### src/core/ndiag_pkg.sv
// Purpose: shared constants and types for the network diagnostic status block
// Assumes: 10 MHz core clock, 32-bit Avalon-MM slave with byte addresses
// Notes:   registers hold eight bits in the low byte of each word
`default_nettype none
package ndiag_pkg;
  // core clock and line idle time
  localparam int CLK_PERIOD_NS  = 100;
  localparam int LINE_IDLE_NS   = 41000;
  localparam int LINE_IDLE_CYC  = (LINE_IDLE_NS + CLK_PERIOD_NS - 1) / CLK_PERIOD_NS;
  // refusal counts that mark an excessive run
  localparam logic [7:0] NAK_LIMIT_LONG  = 8'h80;
  localparam logic [7:0] NAK_LIMIT_SHORT = 8'h04;
  // register byte offsets
  localparam logic [4:0] ADDR_DIAG = 5'h00;
  localparam logic [4:0] ADDR_MASK = 5'h04;
  localparam logic [4:0] ADDR_IRQ  = 5'h08;
  localparam logic [4:0] ADDR_NEXT = 5'h0c;
  localparam logic [4:0] ADDR_TENT = 5'h10;
  localparam logic [4:0] ADDR_NODE = 5'h14;
  localparam logic [4:0] ADDR_CTRL = 5'h18;
  // diagnostic status bit positions
  localparam int DIAG_SELF_RECONFIGURATION_FLAG = 7;
  localparam int DIAG_DUPLICATE  = 6;
  localparam int DIAG_RX_ACT     = 5;
  localparam int DIAG_TOKEN_SEEN = 4;
  localparam int DIAG_EXCESS     = 3;
  localparam int DIAG_TENTATIVE  = 2;
  localparam int DIAG_SUCCESSOR  = 1;
  localparam int DIAG_RESERVED   = 0;
  // interrupt status and mask bit positions
  localparam int IRQ_SUCCESSOR = 1;
  localparam int IRQ_RECONFIGURATION_FLAG     = 2;
  localparam int IRQ_EXCESS    = 3;
  // control register bit positions
  localparam int CTRL_CLR_FLAGS = 0;
  localparam int CTRL_POR_CLR   = 1;
  localparam int CTRL_SOFT_RST  = 2;
  localparam int CTRL_NAK_SHORT = 3;
  localparam int CTRL_TX_EN     = 4;
  localparam int CTRL_RECONFIGURATION_FLAG     = 5;
  localparam int WORD_LANE      = 0;
  // reset values
  localparam logic [7:0] REG_RST  = 8'h00;
  localparam logic [1:0] SYNC_RST = 2'h0;
  // bus slave states
  typedef enum logic {
    NDIAG_BUS_IDLE = 1'b0,
    NDIAG_BUS_ANS  = 1'b1
  } ndiag_bus_e;
endpackage
`default_nettype wire

### src/core/ndiag_line_mon.sv
// Purpose: receive line monitor, synchronises the serial input and times idle
// Assumes: rst_n is already synchronised to clk_sys
// Notes:   idle_expire pulses once per idle stretch
`default_nettype none
module ndiag_line_mon #(
  parameter int IDLE_CYCLES = ndiag_pkg::LINE_IDLE_CYC
) (
  input  wire logic clk_sys,
  input  wire logic rst_n,
  input  wire logic serial_receive_input,
  output logic      rx_active,
  output logic      idle_expire
);
  import ndiag_pkg::*;
  localparam int CW = $clog2(IDLE_CYCLES + 1);
  localparam logic [CW-1:0] LAST = CW'(IDLE_CYCLES - 1);

  typedef struct packed {
    logic [1:0]    sync;
    logic [CW-1:0] cnt;
    logic          fired;
    logic          expire;
  } ndiag_mon_s;

  ndiag_mon_s s_q;
  ndiag_mon_s s_d;

  // two-stage sync, then count cycles of a quiet line
  always_comb begin
    s_d        = s_q;
    s_d.sync   = {s_q.sync[0], serial_receive_input};
    s_d.expire = 1'b0;
    if (s_q.sync[1]) begin
      s_d.cnt   = '0;
      s_d.fired = 1'b0;
    end else if (!s_q.fired) begin
      if (s_q.cnt == LAST) begin
        s_d.expire = 1'b1;
        s_d.fired  = 1'b1;
      end else begin
        s_d.cnt = s_q.cnt + CW'(1);
      end
    end
  end

  // state register
  always_ff @(posedge clk_sys or negedge rst_n) begin
    if (!rst_n) begin
      s_q <= '0;
    end else begin
      s_q <= s_d;
    end
  end

  assign rx_active   = s_q.sync[1];
  assign idle_expire = s_q.expire;
endmodule // ndiag_line_mon
`default_nettype wire

### src/core/ndiag_status.sv
// Purpose: diagnostic status register bank with interrupt status and mask
// Assumes: event inputs are one-cycle pulses from logic on clk_sys
// Notes:   one wait state on every Avalon access
//
// The implementer's own choices: register access over Avalon-MM and the register addresses.
`default_nettype none
module ndiag_status (
  input  wire logic        clk_sys,
  input  wire logic        rstn,
  input  wire logic [4:0]  avs_address,
  input  wire logic        avs_read,
  input  wire logic        avs_write,
  input  wire logic [31:0] avs_writedata,
  input  wire logic [3:0]  avs_byteenable,
  output logic      [31:0] avs_readdata,
  output logic             avs_waitrequest,
  input  wire logic        lost_token_timeout,
  input  wire logic [7:0]  token_did_first,
  input  wire logic [7:0]  token_did_second,
  input  wire logic        token_trailing_ok,
  input  wire logic        token_response,
  input  wire logic        token_to_self,
  input  wire logic        foreign_token,
  input  wire logic        enquiry_start,
  input  wire logic        refusal_nak,
  input  wire logic        next_id_load,
  input  wire logic [7:0]  next_id_value,
  input  wire logic        serial_receive_input,
  output logic      [7:0]  node_id,
  output logic             tx_enable,
  output logic             irq
);
  import ndiag_pkg::*;

  typedef struct packed {
    ndiag_bus_e st;
    logic [7:0] rdata;
    logic [7:0] diag;
    logic       reconfiguration_flag;
    logic [7:0] mask;
    logic [7:0] irqs;
    logic [7:0] next_id;
    logic [7:0] tent_id;
    logic [7:0] node_id;
    logic       nak_short;
    logic       tx_en;
    logic [7:0] nak_cnt;
  } ndiag_state_s;

  ndiag_state_s s_q;
  ndiag_state_s s_d;
  logic [1:0]   rst_sync_q;
  logic         rst_n;
  logic         rx_active;
  logic         idle_expire;

  // decoded accesses and events
  logic       acc;
  logic       rd_diag;
  logic       rd_next;
  logic       wr_ok;
  logic [7:0] wdata;
  logic       dup_set;
  logic       tent_set;
  logic       nak_hit;
  logic [7:0] set_v;
  logic [7:0] clr_v;

  function automatic logic hit(input logic [4:0] a, input logic [4:0] off);
    return a[4:2] == off[4:2];
  endfunction

  function automatic logic [7:0] nak_limit(input logic short_sel);
    return short_sel ? NAK_LIMIT_SHORT : NAK_LIMIT_LONG;
  endfunction

  // reset release through two flops
  always_ff @(posedge clk_sys or negedge rstn) begin
    if (!rstn) begin
      rst_sync_q <= SYNC_RST;
    end else begin
      rst_sync_q <= {rst_sync_q[0], 1'b1};
    end
  end
  assign rst_n = rst_sync_q[1];

  ndiag_line_mon #(
    .IDLE_CYCLES (LINE_IDLE_CYC)
  ) u_line_mon (
    .clk_sys              (clk_sys),
    .rst_n                (rst_n),
    .serial_receive_input (serial_receive_input),
    .rx_active            (rx_active),
    .idle_expire          (idle_expire)
  );

  // bus strobes: the access is taken in the answer state
  assign acc     = (s_q.st == NDIAG_BUS_ANS);
  assign rd_diag = acc && avs_read && hit(avs_address, ADDR_DIAG);
  assign rd_next = acc && avs_read && hit(avs_address, ADDR_NEXT);
  assign wr_ok   = acc && avs_write && avs_byteenable[WORD_LANE];
  assign wdata   = avs_writedata[7:0];

  assign dup_set = (token_response && token_trailing_ok
                    && token_did_first == s_q.node_id
                    && token_did_second == s_q.node_id)
                   || (token_to_self && s_q.tx_en);
  // tentative id checks first byte only
  assign tent_set = token_response && token_did_first == s_q.tent_id;
  // refusal count reaches the selected limit
  assign nak_hit = refusal_nak && !enquiry_start
                   && s_q.nak_cnt == nak_limit(s_q.nak_short) - 8'h01;

  // set and clear vectors for the diagnostic flags
  always_comb begin
    set_v = REG_RST;
    clr_v = REG_RST;
    set_v[DIAG_SELF_RECONFIGURATION_FLAG] = lost_token_timeout;
    set_v[DIAG_DUPLICATE]  = dup_set;
    set_v[DIAG_RX_ACT]     = rx_active;
    set_v[DIAG_TOKEN_SEEN] = foreign_token;
    set_v[DIAG_EXCESS]     = nak_hit;
    set_v[DIAG_TENTATIVE]  = tent_set;
    set_v[DIAG_SUCCESSOR]  = next_id_load;
    // read clears only the duplicate bit the host saw
    clr_v[DIAG_DUPLICATE]  = rd_diag && s_q.rdata[DIAG_DUPLICATE];
    // next id read clears successor flag
    clr_v[DIAG_SUCCESSOR]  = rd_next;
    // excessive flag clears only on power-on clear or soft reset
    clr_v[DIAG_EXCESS]     = wr_ok && hit(avs_address, ADDR_CTRL)
                             && wdata[CTRL_POR_CLR];
    if (wr_ok && hit(avs_address, ADDR_CTRL) && wdata[CTRL_SOFT_RST]) begin
      clr_v = 8'hff;
    end
  end

  // next state of the whole bank
  always_comb begin
    s_d = s_q;
    // bus handshake and read data capture
    case (s_q.st)
      NDIAG_BUS_IDLE: begin
        if (avs_read || avs_write) begin
          s_d.st = NDIAG_BUS_ANS;
        end
        if (avs_read) begin
          s_d.rdata = REG_RST;
          if (hit(avs_address, ADDR_DIAG)) begin
            s_d.rdata = s_q.diag;
          end
          if (hit(avs_address, ADDR_MASK)) begin
            s_d.rdata = s_q.mask;
          end
          if (hit(avs_address, ADDR_IRQ)) begin
            s_d.rdata = s_q.irqs;
          end
          if (hit(avs_address, ADDR_NEXT)) begin
            s_d.rdata = s_q.next_id;
          end
          if (hit(avs_address, ADDR_TENT)) begin
            s_d.rdata = s_q.tent_id;
          end
          if (hit(avs_address, ADDR_NODE)) begin
            s_d.rdata = s_q.node_id;
          end
          if (hit(avs_address, ADDR_CTRL)) begin
            s_d.rdata[CTRL_NAK_SHORT] = s_q.nak_short;
            s_d.rdata[CTRL_TX_EN]     = s_q.tx_en;
            s_d.rdata[CTRL_RECONFIGURATION_FLAG]     = s_q.reconfiguration_flag;
          end
          s_d.rdata[DIAG_RESERVED] = s_d.rdata[DIAG_RESERVED]
                                     && !hit(avs_address, ADDR_DIAG);
        end
      end
      NDIAG_BUS_ANS: begin
        s_d.st = NDIAG_BUS_IDLE;
      end
      default: begin
        s_d.st = NDIAG_BUS_IDLE;
      end
    endcase
    // software-written registers
    if (wr_ok && hit(avs_address, ADDR_MASK)) begin
      s_d.mask = wdata;
    end
    if (wr_ok && hit(avs_address, ADDR_TENT)) begin
      s_d.tent_id = wdata;
    end
    if (wr_ok && hit(avs_address, ADDR_NODE)) begin
      s_d.node_id = wdata;
    end
    if (wr_ok && hit(avs_address, ADDR_CTRL)) begin
      s_d.nak_short = wdata[CTRL_NAK_SHORT];
      s_d.tx_en     = wdata[CTRL_TX_EN];
    end
    if (next_id_load) begin
      s_d.next_id = next_id_value;
    end
    // refusal counter, restarted by each enquiry
    if (enquiry_start) begin
      s_d.nak_cnt = REG_RST;
    end else if (refusal_nak && !nak_hit) begin
      s_d.nak_cnt = s_q.nak_cnt + 8'h01;
    end else if (nak_hit) begin
      s_d.nak_cnt = REG_RST;
    end
    s_d.diag = (s_q.diag & ~clr_v) | set_v;
    s_d.diag[DIAG_RESERVED] = 1'b0;
    if (wr_ok && hit(avs_address, ADDR_CTRL)
        && (wdata[CTRL_CLR_FLAGS] || wdata[CTRL_POR_CLR] || wdata[CTRL_SOFT_RST])) begin
      s_d.reconfiguration_flag = 1'b0;
    end
    if (idle_expire) begin
      s_d.reconfiguration_flag = 1'b1;
    end
    // sticky interrupt bits: write one clears, new rise sets
    if (wr_ok && hit(avs_address, ADDR_IRQ)) begin
      s_d.irqs = s_q.irqs & ~wdata;
    end
    if (s_d.reconfiguration_flag && !s_q.reconfiguration_flag) begin
      s_d.irqs[IRQ_RECONFIGURATION_FLAG] = 1'b1;
    end
    if (s_d.diag[DIAG_EXCESS] && !s_q.diag[DIAG_EXCESS]) begin
      s_d.irqs[IRQ_EXCESS] = 1'b1;
    end
    if (s_d.diag[DIAG_SUCCESSOR] && !s_q.diag[DIAG_SUCCESSOR]) begin
      s_d.irqs[IRQ_SUCCESSOR] = 1'b1;
    end
  end

  always_ff @(posedge clk_sys or negedge rst_n) begin
    if (!rst_n) begin
      s_q <= '0;
    end else begin
      s_q <= s_d;
    end
  end

  // outputs
  assign avs_waitrequest = (avs_read || avs_write) && (s_q.st == NDIAG_BUS_IDLE);
  assign avs_readdata    = {24'h000000, s_q.rdata};
  assign node_id         = s_q.node_id;
  assign tx_enable       = s_q.tx_en;
  // unmasked sticky bits raise the line
  assign irq             = |(s_q.irqs & s_q.mask);
endmodule // ndiag_status
`default_nettype wire

### config.mk
export PLATFORM = sky130hd
export DESIGN_NAME = ndiag_status
export DESIGN_NICKNAME = d
export VERILOG_FILES = /design/src/core/ndiag_pkg.sv /design/src/core/ndiag_line_mon.sv /design/src/core/ndiag_status.sv
export SDC_FILE = /design/constraint.sdc
export NUM_CORES = 1
export LEC_CHECK = 0
export ABC_AREA = 1
export BUFFER_PORTS_ARGS = -buffer_cell sky130_fd_sc_hd__buf_2
export CAP_MARGIN = 20
export CORE_UTILIZATION = 45
export CTS_BUF_LIST = sky130_fd_sc_hd__clkbuf_4 sky130_fd_sc_hd__clkbuf_8 sky130_fd_sc_hd__clkbuf_16
export DETAILED_ROUTE_END_ITERATION = 10
export GPL_ROUTABILITY_DRIVEN = 1
export GPL_TIMING_DRIVEN = 1
export PLACE_DENSITY = 0.74
export SYNTH_ARGS = -nofsm -noshare
export SYNTH_HDL_FRONTEND = slang
export SYNTH_SLANG_ARGS = --single-unit
### constraint.sdc
create_clock -name clk_sys -period 4.9 [get_ports clk_sys]
set_input_delay 0.98 -clock clk_sys [delete_from_list [all_inputs] [get_ports clk_sys]]
set_output_delay 0.98 -clock clk_sys [all_outputs]
set_load 0.02 [all_outputs]
### Word level (Yosys, flattened, before mapping)

Cells that the tools add are included.

* bits in registers: 82
* input bits: 78
* output and inout bits: 43
* logic and storage cells: 115

* add/subtract/negate cells: 3
* equal/unequal tests: 13
* mux-type cells: 27
* bitwise logic cells: 7
* reductions and logical operators: 45

Operators with widths (number)
* $mux W8: 13
* $eq A8 B8 Y1: 4
* $logic_and A1 B1 Y1: 27
* $and A8 B8 Y8: 3
* $not A8 Y8: 2
* $mux W11: 1
* $mux W10: 1
* $add A9 B1 Y9 const B: 1
* $eq A3 B3 Y1 const B: 3
* $eq A9 B9 Y1 const B: 1
* $mux W9: 1
* $add A8 B1 Y8 const B: 1
* $or A8 B8 Y8: 1
* $reduce_or A8 Y1: 1
* $sub A8 B1 Y8 const B: 1
* $mux W1: 7
* $eq A3 B2 Y1 const B: 2
* $logic_not A1 Y1: 6
* $reduce_bool A2 Y1: 3
* $logic_or A1 B1 Y1: 4
* $mux W4: 1
* $ne A2 B1 Y1 const B: 2
* $reduce_and A2 Y1: 2
* $eq A3 B1 Y1 const B: 1
* other kinds (6): 6

### Depth between registers and ports, before layout

Gate-level depths: netlist (run 1).

* depth after elaboration: 10
* depth in mapped cells: 10
* depth with buffers taken out: 10

### Cells and area by module

Synthesis (run 1) repeated with hierarchy kept, for this count alone.

* cells, all modules: 593
* area total of the unflattened synthesis: 4664.5 sq um

Modules (own cells, without submodules)
* ndiag_status: instances 1, cells each 499, area each 3917.5 sq um
* ndiag_line_mon: instances 1, cells each 94, area each 747.0 sq um

### Least setup slack after synthesis (run 1)

OpenSTA, ideal clock, no wires.

* path kind: input to output
* from: input avs_write
* to: output avs_waitrequest
* data arrival time: 1.310 ns
* data required time: 3.920 ns
* slack: 2.610 ns
* stages: 2
* cell sequence: nor2_1 -> nor2_1

* longest elaborated chain between the ends: 2

RTL lines
* start: declaration: line ndiag_status.sv:12 `input wire logic avs_write,`
* $logic_or A1 B1 Y1: line ndiag_status.sv:240 `assign avs_waitrequest = (avs_read || avs_write) && (s_q.st == NDIAG_BUS_IDLE);`
* $logic_and A1 B1 Y1: line ndiag_status.sv:240
* end: declaration: line ndiag_status.sv:16 `output logic avs_waitrequest,`

Every way passes these cells.

### Final worst setup path (run 1)

* from: register s_q[41] in the netlist's numbering
* to: output irq

* longest elaborated chain between the ends: 2

RTL lines
* start: declaration: line ndiag_status.sv:50 `ndiag_state_s s_q;`
* start signal: assignment: line ndiag_status.sv:233 `s_q <= '0;`
* start signal: assignment: line ndiag_status.sv:235 `s_q <= s_d;`
* $and A8 B8 Y8: line ndiag_status.sv:245 `assign irq = |(s_q.irqs & s_q.mask);`
* $reduce_or A8 Y1: line ndiag_status.sv:245
* end: declaration: line ndiag_status.sv:31 `output logic irq`

Every way passes these cells.

==> impl_metrics.tcl, run 1 <==
set metrics [dict create \
    place.gp.congestion 0.871 \
    diodes 0 \
    vias_per_cell 4.98 \
    die_area_sq_mm 0.0106 \
    fp.dieH_um 103 \
    critPathKind "reg -> out" \
    fmax_ghz 0.412 \
    antenna_found_initial 0 \
    slew_headroom_pct 62.1 \
    numCtsBuffers 9 \
    seq_area_frac_synth_pct 44.8 \
    hold_viol 0 \
    wl_per_cell_um 13.3 \
    cts.sinks 82 \
    hold_buffers 0 \
    skew_ns 0.0116 \
    min_path_type "reg -> async" \
    syn_to_final_growth_pct 11.6 \
    ir_drop_v 0.000190 \
    first_global_vias 3746 \
    synth_warnings 0 \
    rsz0062_at_grt "no" \
    post-place-cells 766 \
    leakagePower_nw 2.63 \
    fillers 959 \
    start_util_pct 46.6 \
    clk_latency_ns 0.36 \
    grt_max_degree 81 \
    gr-total-overflow 0 \
    first_pass_iters 4 \
    synth.cell_area_sq_mm 0.00458 \
    final.min_clock_period_ns 2.42 \
    core-area_sq_mm 0.00982 \
    clockBufferDepth 2 \
    die_w_um 103 \
    seqCellArea_sq_mm 0.00206 \
    setup_violations 0 \
    nNetsFinal 726 \
    timing.final.crit_share_pct 49.5 \
    crit_arrival_ns 1.44 \
    htree_levels 3 \
    max_slew.worst_pin.slew_ns 0.566 \
    worst_setup_path_start_kind "register" \
    root_buffer "clkbuf_8" \
    worst-path-max-fanout 3 \
    power_density_mw_per_mm2 371 \
    layout-drive-gt1-share_pct 18.0 \
    ys_types 36 \
    cts_resized 0 \
    finalNonFillerCells 783 \
    ant_nets 0 \
    fin_tns_setup_ns 0 \
    worst_setup_path_end_kind "output port" \
    netlist_instances 591 \
    vias 3903 \
    dp_hpwl_um 7980 \
    clk_pin_slew_ns 0.09 \
    grt_pass1_wl_um 17100 \
    max-cap-violations 0 \
    postRouteWirelength_um 10400 \
    grt_usage_pct 21.2 \
    ios 121 \
    ys_seq_elements 82 \
    drc 0 \
    cp.required_ns 3.92 \
    rows 36 \
    syn_avg_cell_area_sq_um 7.74 \
    multi_input_comb_area_sq_mm 0.00193 \
    cts_setup_buffers 0 \
    portBuffers 67 \
    drt_first_iter_violations 165 \
    maxSlewViolCount 0 \
    cts_tree "yes" \
    run_status "finished, final reports clean" \
]
-- metal layers --
metal,global-route usage [%],vias up,part of all wire (%)
met5,0,-,0
met4,9.75,0,3.0
met3,3.12,26,4.4
met2,36.4,123,49
met1,26.4,1833,44
li1,-,1921,-
-- per-stage QoR --
stage	instance area [sq um]	hold slack, ns	setup slack (ns)	utilization [%]	total power, mW
after global placement	4810	0.336	2.46	49.0	1.24
after detailed placement	4810	0.342	2.42	49.0	1.25
after floorplan	4660	0.331	2.45	-	1.18
final	5110	0.146	2.48	52.0	1.90
after global routing	5110	0.163	2.39	52.0	2.00
after CTS	5080	0.359	2.47	51.7	1.90
-- worst max-delay path, cell delays in order, from the launching register on --
cell and delay (ns):
dfrtp_1 0.38, inv_1 0.10, o21ai_0 0.11, a21oi_1 0.16, nand4_1 0.15, buf_2 0.19
-- cell families (layout without fill, tap and decap cells) --
kind of cell | Yosys count | count (layout) | share of synthesized area, %
flops | 82 | 82 | 44.8
fa+ha+maj | 3 | 3 | 0.820
simple gates | 248 | 248 | 23.7
xor+xnor | 11 | 11 | 2.10
compound gates | 111 | 111 | 13.4
buf+inv | 134 | 170 | 15.0
other cells | 2 | 25 | 0.164
-- layout make-up --
type / instances / area share (%)
Sequential cell: 82 / 40.3
Multi-Input combinational cell: 398 / 37.7
Timing Repair Buffer: 68 / 7.11
Inverter: 86 / 6.37
Tap cell: 133 / 3.26
Clock inverter: 6 / 2.70
Clock buffer: 10 / 2.57
-- placed cells by master (no fill, tap or decap), types with 2 or more instances in the layout --
| cell | count |
|---|---|
| conb_1 | 25 |
| a21boi_0 | 3 |
| o21ai_1 | 21 |
| a21oi_1 | 26 |
| nor3_1 | 6 |
| inv_1 | 76 |
| or2_2 | 4 |
| xnor2_1 | 4 |
| nor3_4 | 2 |
| nor2_2 | 3 |
| nor2_1 | 40 |
| nand4_1 | 15 |
| dfrtp_1 | 81 |
| nand3_2 | 2 |
| xor2_1 | 7 |
| buf_2 | 67 |
| o21ai_0 | 40 |
| ha_1 | 3 |
| o21ai_2 | 8 |
| nand3_1 | 18 |
| clkbuf_8 | 9 |
| a22oi_1 | 2 |
| o22ai_1 | 9 |
| inv_2 | 8 |
| nor2_4 | 2 |
| nand2_1 | 152 |
| bufinv_16 | 4 |
-- synth_stat cells --
master    instances  area [sq um]
nand3_1          18          90.1
clkinv_1          1          3.75
a21boi_0          3          22.5
buf_6             2          22.5
o21ai_2           8          70.1
nand2_1         152           571
dfrtp_1          82          2050
nand3b_1          1          7.51
o21ai_0          40           200
o21ai_1          21           105
nor2_2            3          18.8
nor3_4            2          32.5
clkbuf_1          1          3.75
o21bai_1          1          7.51
a22oi_1           2          15.0
nand2_2           1          6.26
nor2_1           40           150
buf_4            43           323
buf_2             2          10.0
a21oi_1          26           130
ha_1              3          37.5
nor3_1            6          30.0
or2_0             1          6.26
inv_2             8          30.0
xor2_1            7          61.3
inv_1            76           285
or2_2             4          25.0
o22ai_1           9          56.3
nand2_4           1          11.3
inv_4             1          6.26
nor2_4            2          22.5
a21o_1            1          7.51
xnor2_1           4          35.0
nand3_2           2          20.0
nand4_1          15          93.8
conb_1            2          7.51
-- power by group --
group | switching, mW | internal, mW | total, mW | leakage (nW)
Sequential | 0.0801 | 0.768 | 0.849 | 1.01
Clock | 0.252 | 0.399 | 0.651 | 0.134
Combinational | 0.257 | 0.140 | 0.397 | 1.48
Total | 0.589 | 1.31 | 1.90 | 2.63
-- final timing paths --
path | start | to | depth (start not counted) | slack [ns]
worst min register to register | rst_sync_q[1] | u_line_mon.s_q[8] | 0 | 0.15
worst max register to register | acc | avs_readdata[1] | 5 | 3.06
worst max-delay path | s_q[41] | irq | 5 | 2.48
min in group clk_sys | u_line_mon.s_d[12] | u_line_mon.rx_active | 0 | 0.36
worst min-delay path | rst_sync_q[1] | u_line_mon.s_q[8] | 0 | 0.15
max in group asynchronous | rst_sync_q[1] | avs_readdata[6] | 1 | 4.17
-- flip-flops by register name, summed over array words and instances, names as in the netlist --
signal                  count
acc                         1
avs_readdata                8
node_id                     8
rst_sync_q                  2
s_q                        49
tx_enable                   1
u_line_mon.idle_expire      1
u_line_mon.rx_active        1
u_line_mon.s_d              1
u_line_mon.s_q             10
No activity file was read; power rests on OpenSTA's default activity.
==> inputs of run 2 (changes only) <==
ABC_AREA = 0   (was 1)
clock period = 2.3 ns   (was 4.9 ns; I/O delays follow)
==> run 2 against run 1 <==
  * Die area decreased by 6.0%
  * Setup slack got worse by 2.0 ns
  * Combinational power increased by 63%
  * Clock skew increased by 0.0011 ns
  * Largest cell class unchanged
  * Largest power group unchanged
==> impl_metrics.tcl, run 2 <==
set metrics [dict create \
    switchingPower_mw 1.07 \
    max_slew.worst_pin.slew_ns 0.647 \
    clockBufferDepth 2 \
    critPathKind "reg -> reg" \
    cts_resized 0 \
    worst_setup_path_end_kind "register" \
    synthArstFlopShare_pct 100 \
    cp_num_buf_inv 1 \
    final_cell_mix "81 x dfrtp_1, 67 x buf_2, 35 x nand2_1, 29 x mux2_1, 25 x conb_1" \
    hold_buffers 1 \
    switching_share_pct 30.8 \
    diodes 0 \
    pwr-share-seq_pct 51.5 \
    synth_area_leader_cell "dfrtp_1" \
    timing.final.crit_share_pct 81.1 \
    power.total_mw 3.47 \
    synth_edf_count 0 \
    wl_per_cell_um 16.0 \
    power_density_mw_per_mm2 720 \
    final_util_pct 52.2 \
    grt_max_degree 45 \
    grt_pass1_wl_um 15900 \
    reg2reg_depth 7 \
    comb_power_share_pct 18.6 \
    worst-path-max-fanout 5 \
    skew_ns 0.0127 \
    final_cell_area_sq_mm 0.00482 \
    syn_to_final_growth_pct 12.1 \
    hold_viol 0 \
    maxSlewViolCount 0 \
    die_area_sq_mm 0.00995 \
    start_util_pct 46.5 \
    drc 0 \
    min_from "serial_receive_input" \
    whs_path_depth 1 \
    r2r_slack_ns 0.44 \
    synth.cell_area_sq_mm 0.00430 \
    rsz0062_at_grt "no" \
    min_path_type "in -> reg" \
    synth_warnings 0 \
    final_common_cell "dfrtp_1" \
    antenna_found_initial 1 \
    rows 35 \
    crit_family "simple AND/OR/NAND/NOR gates" \
    timing.rr.end "u_line_mon.s_q[3]" \
    grt_usage_pct 20.7 \
    clk_pin_slew_ns 0.09 \
    slew_headroom_pct 56.4 \
    die_w_um 99.7 \
    slowest_delay_ns 0.57 \
    largest_reg_flops 49 \
    max-cap-violations 0 \
    synth_flop_cell "dfrtp_1" \
    core-area_sq_mm 0.00924 \
    place_area_sq_mm 0.00461 \
    htree_levels 3 \
    portBuffers 67 \
    syn_avg_cell_area_sq_um 10.7 \
    yosysTopAreaCellShare_pct 47.7 \
    power.share.clock_pct 29.9 \
    worst_setup_path_start_kind "register" \
    top_register "s_q" \
    cts.sinks 82 \
    crit_arrival_ns 2.10 \
    place_ws_ns 0.363 \
    vias 3240 \
    first_pass_iters 4 \
    place.gp.congestion 0.885 \
    nNetsFinal 543 \
    fillers 821 \
    layout-drive-gt1-share_pct 24.0 \
    drt_first_iter_violations 145 \
    finalNonFillerCells 596 \
    seq_area_frac_synth_pct 47.7 \
    layout_setup_ws_ns 0.435 \
    crit_slowest_cell "nor4_1" \
    synth_common_cells "82 x dfrtp_1, 41 x buf_4, 35 x nand2_1" \
    whs_endpoint "u_line_mon.s_d[12]" \
    ant_nets 0 \
    dp_hpwl_um 7250 \
    postRouteWirelength_um 9550 \
    cts_tree "yes" \
    fin_tns_setup_ns 0 \
    reg_top3 "s_q: 49 flops, u_line_mon.s_q: 10 flops" \
    clk_latency_ns 0.36 \
    numCtsBuffers 9 \
    cp.required_ns 2.54 \
    ys_types 53 \
    fp.dieH_um 99.7 \
    ys_seq_elements 82 \
    fmax_ghz 0.536 \
    setup_violations 0 \
    internal_power_mw 2.40 \
    ir_drop_v 0.000372 \
    holdWs_ns 0.201 \
    vias_per_cell 5.44 \
    synth_area_leaders "dfrtp_1 48%, mux2_1 7.6%, buf_4 7.2%" \
    first_global_vias 3191 \
    root_buffer "clkbuf_8" \
    cts_setup_buffers 0 \
    run_status "finished, final reports clean" \
    final.min_clock_period_ns 1.86 \
    netlist_instances 403 \
    synth.most_common_cell "dfrtp_1" \
    r2r_start "u_line_mon.s_q[3]" \
    gr-total-overflow 0 \
    path_cells "inv_1, ha_1, nand4bb_1, nor4_1, or2_1, nand2_1, o41ai_1" \
    post-place-cells 579 \
    leakagePower_nw 2.23 \
    ios 121 \
]
## run 2: worst max path at each step
stage,startpoint,endpoint,cells past startpoint
5_1_grt,u_line_mon.s_q[3],u_line_mon.s_q[5],7
6_report,u_line_mon.s_q[3],u_line_mon.s_q[3],7
3_3_place_gp,avs_address[4],s_q[57],6
4_1_cts,u_line_mon.s_q[3],u_line_mon.s_q[3],7
2_1_floorplan,s_q[4],s_q[37],5
3_5_place_dp,avs_address[3],s_q[48],5
## run 2: power by group through the flow
stage | sequential, mW | combinational (mW) | clock [mW]
after CTS | 1.78 | 0.648 | 1.06
after global placement | 1.80 | 0.624 | 0
after detailed placement | 1.81 | 0.644 | 0
final | 1.79 | 0.646 | 1.04
after global routing | 1.81 | 0.710 | 1.12
after floorplan | 1.76 | 0.538 | 0
## run 2: cells by family after synthesis
kind of cell	Yosys count	synth area share, %
xor gates and xnor gates	15	3.06
adders and majority gates	3	0.873
other	2	0.175
AOI/OAI and AO/OA	79	12.0
and+or+nand+nor	115	14.5
buffers and inverters	57	8.67
DFF	82	47.7
muxes	50	13.0
## run 2: final cells by class
cell class | count | area [sq um] | area share (%)
well taps | 129 | 161 | 3.35
repair buffers | 77 | 425 | 8.83
clock inverters | 6 | 66.3 | 1.38
flip-flops and latches | 82 | 2060 | 42.7
inverters | 5 | 18.8 | 0.389
clock buffers | 10 | 131 | 2.73
multi-input cells | 287 | 1960 | 40.7
## run 2: per-layer routing
metal  routed length, um  part of all wire, %  vias to the layer above  track usage (%)
met5                  12                 0.13                        -                0
met4                 190                  2.0                        2             8.26
met3                 512                  5.4                       19             4.99
met2                4750                   50                      103             34.4
met1                4080                   43                     1615             26.0
li1                    -                    -                     1501                -
==> inputs of run 3 (changes only) <==
PLACE_DENSITY = 0.77   (was 0.74)
clock period = 1.7 ns   (was 2.3 ns; I/O delays follow)
==> run 3 against run 2 <==
  * First-iteration DRC count down 8.3%
  * Hold slack worse by 0.12 ns
  * Power up 34%
  * Register-to-register slack worse by 0.37 ns
  * Cell area up 4.2%
  * Clock skew down 0.0031 ns
  * Utilization up 2.2 points
  * Fmax up 14%
  * Cell count up 3.0%
  * Critical path depth down 1
  * Sequential power up 35%
  * Sequential share of layout area down 1.7 points
==> impl_metrics.tcl, run 3 (synthesis gave the netlist of run 2 again) <==
set metrics [dict create \
    run_status "finished, final reports clean" \
    setup_violations 0 \
    top_register "s_q" \
    final_cell_mix "80 x dfrtp_1, 66 x buf_2, 35 x nand2_1, 29 x mux2_1, 25 x conb_1" \
    gr-total-overflow 0 \
    finalNonFillerCells 614 \
    htree_levels 3 \
    critPathKind "reg -> reg" \
    antenna_found_initial 0 \
    grt_use_met1_pct 26.4 \
    first_global_vias 3114 \
    skew_ns 0.00965 \
    worst-path-max-fanout 5 \
    final.min_clock_period_ns 1.63 \
    grt_max_degree 32 \
    gr-usage-met2_pct 33.6 \
    numCtsBuffers 9 \
    first_pass_iters 5 \
    die_area_sq_mm 0.00995 \
    hold_viol 0 \
    min_path_type "in -> reg" \
    postRouteWirelength_um 9460 \
    fmax_ghz 0.613 \
    r2r_slack_ns 0.07 \
    vias 3196 \
    maxSlewViolCount 0 \
    fp.dieH_um 99.7 \
    clockBufferDepth 2 \
    drc 0 \
    cts.sinks 82 \
    syn_to_final_growth_pct 16.8 \
    crit_slowest_cell "or4_4" \
    fin_tns_setup_ns 0 \
    place.gp.congestion 0.862 \
    cp.required_ns 1.93 \
    max-cap-violations 0 \
    layout-drive-gt1-share_pct 28.5 \
    final_util_pct 54.3 \
    timing.final.crit_share_pct 96.0 \
    clk_pin_slew_ns 0.08 \
    fillers 800 \
    rows 35 \
    die_w_um 99.7 \
    grt_pass1_wl_um 15600 \
    post-place-cells 594 \
    drt_first_iter_violations 133 \
    rsz0062_at_grt "yes" \
    ir_drop_v 0.000368 \
    reg_top3 "s_q: 49 flops, u_line_mon.s_q: 10 flops" \
    grt_util_met3_pct 5.27 \
    portBuffers 67 \
    ios 121 \
    clk_latency_ns 0.36 \
    place_area_sq_mm 0.00476 \
    largest_reg_flops 49 \
    slowest_delay_ns 0.53 \
    wl_per_cell_um 15.4 \
    final_cell_area_sq_mm 0.00502 \
    top_usage_layer "met2" \
    root_buffer "clkbuf_8" \
    diodes 0 \
    grt_usage_pct 20.3 \
    ant_nets 0 \
    power.total_mw 4.64 \
    worst_setup_path_end_kind "register" \
    crit_arrival_ns 1.86 \
    start_util_pct 46.5 \
    leakagePower_nw 2.34 \
    dp_hpwl_um 7200 \
    power_density_mw_per_mm2 924 \
    core-area_sq_mm 0.00924 \
    final_common_cell "dfrtp_1" \
    worst_setup_path_start_kind "register" \
    path_cells "or4_4, nor3b_2, o21ai_2, buf_4, nand2_1, a311oi_1" \
    nNetsFinal 561 \
    cts_tree "yes" \
    vias_per_cell 5.21 \
]
run 3: changes by cell type in the layout (fill, tap and decap cells not counted), sizes merged:
cell      change
inv           -1
bufinv        -1
buf          +18
clkbuf        +1
clkinv        +3
clkinvlp      -2
run 3: area by class of cell:
class,instances,area [sq um],area share (%)
Timing Repair Buffer,95,601,12.0
Tap cell,129,161,3.21
Clock buffer,11,151,3.02
Multi-Input combinational cell,287,1990,39.7
Clock inverter,5,38.8,0.772
Inverter,5,18.8,0.374
Sequential cell,82,2060,41.0
run 3: metal layers:
metal	vias up	wire, um	part of all wire (%)
met5	-	0	0
met4	0	114	1.2
met3	13	400	4.2
met2	81	4720	50
met1	1563	4220	45
li1	1539	-	-
run 3: path summary, 6_finish.rpt:
path	start	end	cells past startpoint
min in group asynchronous	rst_sync_q[1]	node_id[7]	0
max in group asynchronous	rst_sync_q[1]	s_q[53]	1
min	serial_receive_input	u_line_mon.s_d[12]	1
max	s_q[2]	s_q[5]	6
max reg2reg	s_q[2]	s_q[5]	6
min reg2reg	rst_sync_q[1]	node_id[7]	0
run 3: critical path: cells and delay by family (launching register included):
| family | cells | cell delay, ns |
|---|---|---|
| buffers and inverters | 1 | 0.16 |
| DFF | 1 | 0.38 |
| AOI/OAI and AO/OA | 2 | 0.18 |
| and+or+nand+nor | 3 | 0.78 |
run 3: where the power goes:
part           total, mW  switching, mW  internal [mW]
registers           2.41          0.226           2.18
clock network       1.31          0.695          0.614
logic              0.927          0.517          0.410
run 3: what timing repair did:
action                                  in CTS  in global routing
endpoints found under the setup margin       2                 11
gates resized for setup                      2                  7
endpoints found under the hold margin        2                  0
buffers inserted                             0                  3
hold buffers                                 1                  0
pin swaps                                    0                  6
run 3: per-stage QoR:
step	hold WS, ns	worst slack [ns]
6_report	0.0837	0.0684
5_1_grt	0.0593	-0.0415
4_1_cts	0.0660	0.00426
3_5_place_dp	0.130	0.0222
3_3_place_gp	0.126	0.0713
2_1_floorplan	0.0444	0.0354
